File: config.mk
export PLATFORM = sky130hd
export DESIGN_NAME = pfc_port_flow_ctrl
export DESIGN_NICKNAME = d
export VERILOG_FILES = /design/src/pfc_status_reg.v /design/src/pfc_port_flow_ctrl.v
export VERILOG_INCLUDE_DIRS = /design/src /design/src/src
export SDC_FILE = /design/constraint.sdc
export NUM_CORES = 1
export LEC_CHECK = 0
export BUFFER_PORTS_ARGS = -buffer_cell sky130_fd_sc_hd__clkbuf_2
export CAP_MARGIN = 20
export CORE_MARGIN = 10
export CORE_UTILIZATION = 25
export CTS_CLUSTER_DIAMETER = 80
export DETAILED_ROUTE_END_ITERATION = 16
export GPL_ROUTABILITY_DRIVEN = 0
export SETUP_SLACK_MARGIN = 0.02
export SKIP_LAST_GASP = 1
export SLEW_MARGIN = 20
export SYNTH_ARGS = -nofsm -noshare
export SYNTH_HDL_FRONTEND = slang
export SYNTH_HIERARCHICAL = 1
export SYNTH_SLANG_ARGS = --single-unit
File: constraint.sdc
create_clock -name mclk -period 2 [get_ports mclk]
set_clock_uncertainty 0.2 [all_clocks]
set_input_delay 0.4 -clock mclk [delete_from_list [all_inputs] [get_ports mclk]]
set_output_delay 0.4 -clock mclk [all_outputs]
set_load 0.1 [all_outputs]
File: src/pfc_map.vh
/*
  Holds the offsets, field positions and bus transfer encodings for the
  port flow control register block.
  Assumes inclusion by bare name from the design files of this block.
*/
`ifndef PFC_MAP_VH
`define PFC_MAP_VH

`define PFC_FLOW_CTRL_OFFSET   12'h1A4
`define PFC_ADDR_WIDTH         12
`define PFC_BIT_BP_EN          6
`define PFC_BIT_DUPLEX         5
`define PFC_BIT_RX_ACTIVE      4
`define PFC_BIT_TX_ACTIVE      3
`define PFC_BIT_RX_EN          2
`define PFC_BIT_TX_EN          1
`define PFC_BIT_OVERRIDE       0
`define PFC_RW_MASK            32'h00000047
`define PFC_HTRANS_NONSEQ      2'h2
`define PFC_HTRANS_SEQ         2'h3
`define PFC_HSIZE_WORD         3'h2

`endif

File: src/pfc_status_reg.v
/*
  Holds the registered status bits: current duplex and the pause settings
  in effect, resolved from the control bits and the negotiation inputs.
  Assumes the control bits come from flops in the same clock domain.
*/
`timescale 1ns/1ps
`default_nettype none
`include "pfc_map.vh"

module pfc_status_reg (
  input  wire mclk,
  input  wire rst,
  input  wire strap_duplex_half,
  input  wire strap_rx_active,
  input  wire strap_tx_active,
  input  wire link_half_duplex,
  input  wire autoneg_enable,
  input  wire autoneg_rx_pause,
  input  wire autoneg_tx_pause,
  input  wire rx_pause_enable,
  input  wire tx_pause_enable,
  input  wire pause_override_select,
  output reg  duplex_status_q,
  output reg  rx_pause_active_q,
  output reg  tx_pause_active_q
);

  reg rx_d;
  reg tx_d;

  ////////////////////////////////////////////////////////////////////////
  always @* begin
    if (link_half_duplex) begin
      // pause frames are meaningless in half duplex
      rx_d = 1'b0;
      tx_d = 1'b0;
    end else if (pause_override_select) begin
      rx_d = rx_pause_enable;
      tx_d = tx_pause_enable;
    end else if (autoneg_enable) begin
      rx_d = autoneg_rx_pause;
      tx_d = autoneg_tx_pause;
    end else begin
      rx_d = rx_pause_enable;
      tx_d = tx_pause_enable;
    end
  end

  always @(posedge mclk) begin
    if (rst) begin
      duplex_status_q   <= strap_duplex_half;
      rx_pause_active_q <= strap_rx_active;
      tx_pause_active_q <= strap_tx_active;
    end else begin
      duplex_status_q   <= link_half_duplex;
      rx_pause_active_q <= rx_d;
      tx_pause_active_q <= tx_d;
    end
  end

endmodule // pfc_status_reg

`default_nettype wire

File: src/pfc_port_flow_ctrl.v
/*
  Holds the port flow control register behind an AHB-Lite slave, with the
  control bits driven out to the port's MAC and the status read back.
  Assumes synchronous straps during reset, single-word transfers and
  negotiation results already in the mclk domain.
*/
`timescale 1ns/1ps
`default_nettype none
`include "pfc_map.vh"

module pfc_port_flow_ctrl #(
  parameter AW = `PFC_ADDR_WIDTH
) (
  input  wire          mclk,
  input  wire          rst,
  input  wire          hsel,
  input  wire [AW-1:0] haddr,
  input  wire [1:0]    htrans,
  input  wire          hwrite,
  input  wire [2:0]    hsize,
  input  wire [31:0]   hwdata,
  input  wire          hready,
  output reg  [31:0]   hrdata,
  output reg           hreadyout,
  output reg           hresp,
  input  wire          backpressure_default_strap,
  input  wire          fd_pause_default_strap,
  input  wire          pause_override_default_strap,
  input  wire          duplex_default_strap,
  input  wire          autoneg_default_strap,
  input  wire          link_half_duplex,
  input  wire          autoneg_enable,
  input  wire          autoneg_rx_pause,
  input  wire          autoneg_tx_pause,
  output reg           backpressure_enable,
  output reg           rx_pause_enable,
  output reg           tx_pause_enable,
  output reg           pause_override_select,
  output reg           rx_pause_active,
  output reg           tx_pause_active,
  output reg           duplex_status
);

  reg  wr_pend_q;
  reg  rd_pend_q;
  reg  hit_q;
  wire duplex_q;
  wire rx_act_q;
  wire tx_act_q;
  wire addr_hit;
  wire take;
  wire strap_rx;
  wire strap_tx;
  reg  [31:0] rd_d;

  function word_ok;
    input [2:0] sz;
    begin
      word_ok = (sz == `PFC_HSIZE_WORD);
    end
  endfunction

  ////////////////////////////////////////////////////////////////////////
  // address phase capture
  assign take     = hsel & hready & htrans[1];
  assign addr_hit = (haddr == `PFC_FLOW_CTRL_OFFSET) & word_ok(hsize);

  // reset-time pause status: straps imply full duplex with forced pause
  // only when not negotiating or overridden
  assign strap_rx = ~duplex_default_strap & fd_pause_default_strap &
                    (pause_override_default_strap | ~autoneg_default_strap);
  assign strap_tx = strap_rx;

  always @* begin
    rd_d = 32'h00000000;
    if (hit_q) begin
      rd_d[`PFC_BIT_BP_EN]     = backpressure_enable;
      rd_d[`PFC_BIT_DUPLEX]    = duplex_q;
      rd_d[`PFC_BIT_RX_ACTIVE] = rx_act_q;
      rd_d[`PFC_BIT_TX_ACTIVE] = tx_act_q;
      rd_d[`PFC_BIT_RX_EN]     = rx_pause_enable;
      rd_d[`PFC_BIT_TX_EN]     = tx_pause_enable;
      rd_d[`PFC_BIT_OVERRIDE]  = pause_override_select;
    end
  end

  ////////////////////////////////////////////////////////////////////////
  always @(posedge mclk) begin
    if (rst) begin
      wr_pend_q <= 1'b0;
      rd_pend_q <= 1'b0;
      hit_q     <= 1'b0;
      hreadyout <= 1'b1;
      hresp     <= 1'b0;
      hrdata    <= 32'h00000000;
    end else begin
      hresp <= 1'b0;
      if (hready) begin
        wr_pend_q <= take & hwrite;
        rd_pend_q <= take & ~hwrite;
        hit_q     <= take & addr_hit;
        // reads stall once so hrdata stands in a flop
        hreadyout <= ~(take & ~hwrite);
      end else begin
        rd_pend_q <= 1'b0;
        hreadyout <= 1'b1;
        if (rd_pend_q)
          hrdata <= rd_d;
      end
    end
  end

  // the wait cycle also lets a read right after a write see the new bits
  always @(posedge mclk) begin
    if (rst) begin
      backpressure_enable   <= backpressure_default_strap;
      rx_pause_enable       <= fd_pause_default_strap;
      tx_pause_enable       <= fd_pause_default_strap;
      pause_override_select <= pause_override_default_strap;
    end else if (wr_pend_q & hit_q & hready) begin
      // only writable bits move; status and reserved bits drop
      backpressure_enable   <= hwdata[`PFC_BIT_BP_EN];
      rx_pause_enable       <= hwdata[`PFC_BIT_RX_EN];
      tx_pause_enable       <= hwdata[`PFC_BIT_TX_EN];
      pause_override_select <= hwdata[`PFC_BIT_OVERRIDE];
    end
  end

  ////////////////////////////////////////////////////////////////////////
  pfc_status_reg u_status (
    .mclk                  (mclk),
    .rst                   (rst),
    .strap_duplex_half     (duplex_default_strap),
    .strap_rx_active       (strap_rx),
    .strap_tx_active       (strap_tx),
    .link_half_duplex      (link_half_duplex),
    .autoneg_enable        (autoneg_enable),
    .autoneg_rx_pause      (autoneg_rx_pause),
    .autoneg_tx_pause      (autoneg_tx_pause),
    .rx_pause_enable       (rx_pause_enable),
    .tx_pause_enable       (tx_pause_enable),
    .pause_override_select (pause_override_select),
    .duplex_status_q       (duplex_q),
    .rx_pause_active_q     (rx_act_q),
    .tx_pause_active_q     (tx_act_q)
  );

  always @(posedge mclk) begin
    if (rst) begin
      duplex_status   <= duplex_default_strap;
      rx_pause_active <= strap_rx;
      tx_pause_active <= strap_tx;
    end else begin
      duplex_status   <= duplex_q;
      rx_pause_active <= rx_act_q;
      tx_pause_active <= tx_act_q;
    end
  end

endmodule // pfc_port_flow_ctrl

`default_nettype wire

== After elaboration in Yosys (flattened, before gate mapping) ==
Cells that the tools add are included.

* Equality and inequality tests: 2
* Muxes and demuxes: 21
* Bitwise operators: 16
* Reduce and logical (&&, ||, !) cells: 3

{| class="wikitable"
|+ Operators by type and width
! kind !! count
|-
| 2-to-1 mux 1 bit || 20
|-
| == test 12 x 9 -> 1 bit (second input constant) || 1
|-
| bitwise AND 1 bit || 10
|-
| 2-to-1 mux 7 bit || 1
|-
| inverter 1 bit || 5
|-
| == test 3 x 2 -> 1 bit (second input constant) || 1
|-
| AND reduction 2 bit || 1
|-
| nonzero test 2 bit || 1
|-
| OR reduction 2 bit || 1
|-
| bitwise OR 1 bit || 1
|}

* Bits in registers: 21
* Input bits: 63
* Output and inout port bits: 41
* Word-level logic and storage cells: 57

== Depth between registers and ports, before layout ==
* Depth after elaboration: 4
* Depth in mapped cells: 4
* Gate-level depth less buffers: 4

== By module ==
The synthesis kept the hierarchy.

{| class="wikitable"
|+ Modules (own cells, without submodules)
! module !! instances !! cells each !! area each (um2)
|-
| pfc_port_flow_ctrl || 1 || 103 || 967.2
|-
| pfc_status_reg || 1 || 11 || 127.6
|}

== Worst setup path after synthesis ==
No wires, ideal clock.

* Path kind: flip-flop to flip-flop
* Start point: register pause_override_select
* End point: register u_status.rx_pause_active_q
* Library setup time: 0.087 ns
* Arrival: 1.398 ns
* Slack: 0.315 ns
* Stages on the path, launching flop included: 4
* Path buffers: 0
* Period minus slack after synthesis: 1.685 ns
* Cell sequence: edfxtp_1 -> nor2b_4 -> mux2i_1 -> o31ai_1

* Word-level cells in the longest chain between the ends: 3

{| class="wikitable"
|+ Ends and longest elaborated chain
! what !! line !! source
|-
| start, declared || pfc_port_flow_ctrl.v:38 || <nowiki>output reg pause_override_select,</nowiki>
|-
| start signal, assigned || pfc_port_flow_ctrl.v:119 || <nowiki>pause_override_select <= pause_override_default_strap;</nowiki>
|-
| start signal, assigned || pfc_port_flow_ctrl.v:125 || <nowiki>pause_override_select <= hwdata[`PFC_BIT_OVERRIDE];</nowiki>
|-
| 2-to-1 mux 1 bit || pfc_status_reg.v:37 || <nowiki>end else if (pause_override_select) begin</nowiki>
|-
| 2-to-1 mux 1 bit || pfc_status_reg.v:33 || <nowiki>if (link_half_duplex) begin</nowiki>
|-
| 2-to-1 mux 1 bit || pfc_status_reg.v:50 || <nowiki>if (rst) begin</nowiki>
|-
| end signal, assigned || pfc_status_reg.v:52 || <nowiki>rx_pause_active_q <= strap_rx_active;</nowiki>
|-
| end signal, assigned || pfc_status_reg.v:56 || <nowiki>rx_pause_active_q <= rx_d;</nowiki>
|-
| end, declared || pfc_status_reg.v:24 || <nowiki>output reg rx_pause_active_q,</nowiki>
|}

Every way passes these cells.
A chain may end at the register's enable or synchronous reset.

== Final worst setup path ==
* Start point: register pause_override_select
* End point: output pause_override_select

No word-level cell between the ends.

==> run metrics <==
status=complete, no violations; hold_buf cts=0; max-cap violations=0; HP Start=hwrite; Seq/Total Area, Yosys=0.421; Critical-path top delay cell=clkbuf_2; r2r startpoint=pause_override_select; total grt overflow=0; root cell of the clock tree=clkbuf_8; Power per Cell Area=855 nW/µm²; CTS tree=built; I/O Buffers=48; Synth area leaders=dfxtp_1, buf_4, edfxtp_1, mux2_2, nand2_1; Die Span X=86.2 µm; Routed WL per cell=13.2 µm; vias per inst=3.87; Nets=226; Yosys reg bits=21; cell area after layout=1330 µm²; vias in the first global route=894; Final Cycle Share=0.896; Detailed Route WL=2.82 mm; Hold Path End=rd_pend_q; final hold vios=0; placed wire-length estimate=2.47 mm; Syn-to-layout area delta=21.1%; Synth Warn #=6; Min Hold Slack=0.137 ns; critical path class=flip-flop to primary output; io pins=104; DRC errors left=0; Tot GR Track Use=0.0699; # diodes=0; layout cells sized above 1=0.395; Area after DPL=1280 µm²; Slew @ Worst Pin=0.565 ns; Lkg Pwr=0.615 nW; crit-path leading delay family=buffers and inverters; Max Slew Vio Count=0; number of detailed-route iterations in the first pass=3; cts repair resizes=0; Clock Latency Late Sink=0.25 ns; Crit. End Element=primary output; cells along the critical path=clkbuf_2; Core ar.=4290 µm²; crit-path max FO=3; htree depth=1; most frequent cells in the layout=clkbuf_2, conb_1, dfxtp_1, nand2_1, a21oi_1; r2r setup slk=0.75 ns; clock tree buffer depth=2; DIE AREA=7430 µm²; post-layout util=0.309; antenna viol nets, final=0; num rows=24; initial DRC count=33; pre-CTS setup slack=0.451 ns; Cell variety after synth=26; Fin Setup TNS=0 ns; Synth Cell Area=1090 µm²; TritonCTS Sinks=21; Post-synth ARST share=0; Tightest Hold Check Type=input port to flip-flop; largest net degree at the start of global routing=18; Fmax achieved=558 MHz; DIE HEIGHT=86.2 µm; dominant synthesized flop cell=dfxtp_1; RR Endpoint=u_status/tx_pause_active_q; setup bufs post-CTS=0; Clock Pin Slew Worst Setup and Hold Paths=0.07 ns; worst ir drop on vdd=0.000214 V; Avg Cell Area, Syn=9.60 µm²; Hold Crit Depth=2; Post-synth EDFFs=4; crit path time final=1.79 ns; crit path launch=pause_override_select; initial antenna violation count=0; endpoints failing setup=0; reg2reg path depth=3; initial core utilization=0.255; Synth top area share=0.311; Multi-input gate area=489 µm²; final worst slack=0.208 ns; RSZ-0062 raised after global routing=false; first-pass GRT wire length=4.18 mm; Filler cells=488; WP buf/inv=1; Worst Path Arrival=1.19 ns; Worst Path Required=1.40 ns; Vias=828; commonest non-fill, non-tap cell in the layout=clkbuf_2; crit-path max cell delay=0.50 ns; Syn Inst Count=114; register cell area after layout=460 µm²; total CTS buffers=3; crit start category=flip-flop; area leader, netlist=dfxtp_1; Slew HR=0.625
-- flip-flops by register name, indices dropped and copies added, names as in the netlist --
| register | count |
|---|---|
| pause_override_select | 1 |
| hit_q | 1 |
| u_status/duplex_status_q | 1 |
| u_status/tx_pause_active_q | 1 |
| backpressure_enable | 1 |
| tx_pause_active | 1 |
| rx_pause_active | 1 |
| u_status/rx_pause_active_q | 1 |
| wr_pend_q | 1 |
| duplex_status | 1 |
| rd_pend_q | 1 |
| hrdata | 7 |
| rx_pause_enable | 1 |
| hreadyout | 1 |
| tx_pause_enable | 1 |
-- worst max-delay path by stage --
stage          slack [ns]                         end  depth (start not counted)
2_1_floorplan        0.31  u_status/rx_pause_active_q                          3
3_3_place_gp         0.46         backpressure_enable                          2
3_5_place_dp         0.45         backpressure_enable                          2
4_1_cts              0.20       pause_override_select                          1
5_1_grt              0.17       pause_override_select                          1
6_report             0.21       pause_override_select                          1
-- per-stage QoR --
step | power, mW | std cells
2_1_floorplan | 0.854 | 139
3_3_place_gp | 0.873 | 210
3_5_place_dp | 0.877 | 210
4_1_cts | 1.14 | 214
5_1_grt | 1.18 | 214
6_report | 1.13 | 214
-- cell families (layout without fill, tap and decap cells) --
kind of cell           Yosys count  in the layout  synth area share
DFF                             21             21             0.421
buffers and inverters           35             58             0.218
other                            1             26           0.00343
AOI/OAI and AO/OA               16             16            0.0880
and+or+nand+nor                 35             35             0.210
muxes                            6              6            0.0594
-- metal layers --
| layer | global-route usage | share of wire |
|---|---|---|
| met5 | 0 | 0 |
| met1 | 0.0640 | 0.34 |
| met4 | 0.0457 | 0.023 |
| met3 | 0.0366 | 0.12 |
| met2 | 0.119 | 0.52 |
-- where the power goes --
group | switching [mW] | internal [mW] | total [mW]
Sequential | 0.0122 | 0.451 | 0.464
Clock | 0.125 | 0.141 | 0.266
Combinational | 0.350 | 0.0543 | 0.404
-- layout make-up --
class / instances / share of cell area
clock buffer: 4 / 0.0340
inverter: 5 / 0.0142
multi-input combinational: 83 / 0.369
sequential: 21 / 0.347
tap: 52 / 0.0491
timing repair buffer: 49 / 0.187
-- Yosys cell counts (2+ instances only) --
master / n
a21oi_1: 8
nor4b_2: 2
nand3_1: 7
nand2_1: 12
mux2i_1: 2
dfxtp_1: 17
nand4_1: 2
mux2_2: 4
o31ai_1: 2
buf_4: 28
buf_2: 2
nor2_1: 3
edfxtp_1: 4
nor3b_1: 2
inv_1: 5
o21ai_0: 4
(Power assumes the default switching activity.)
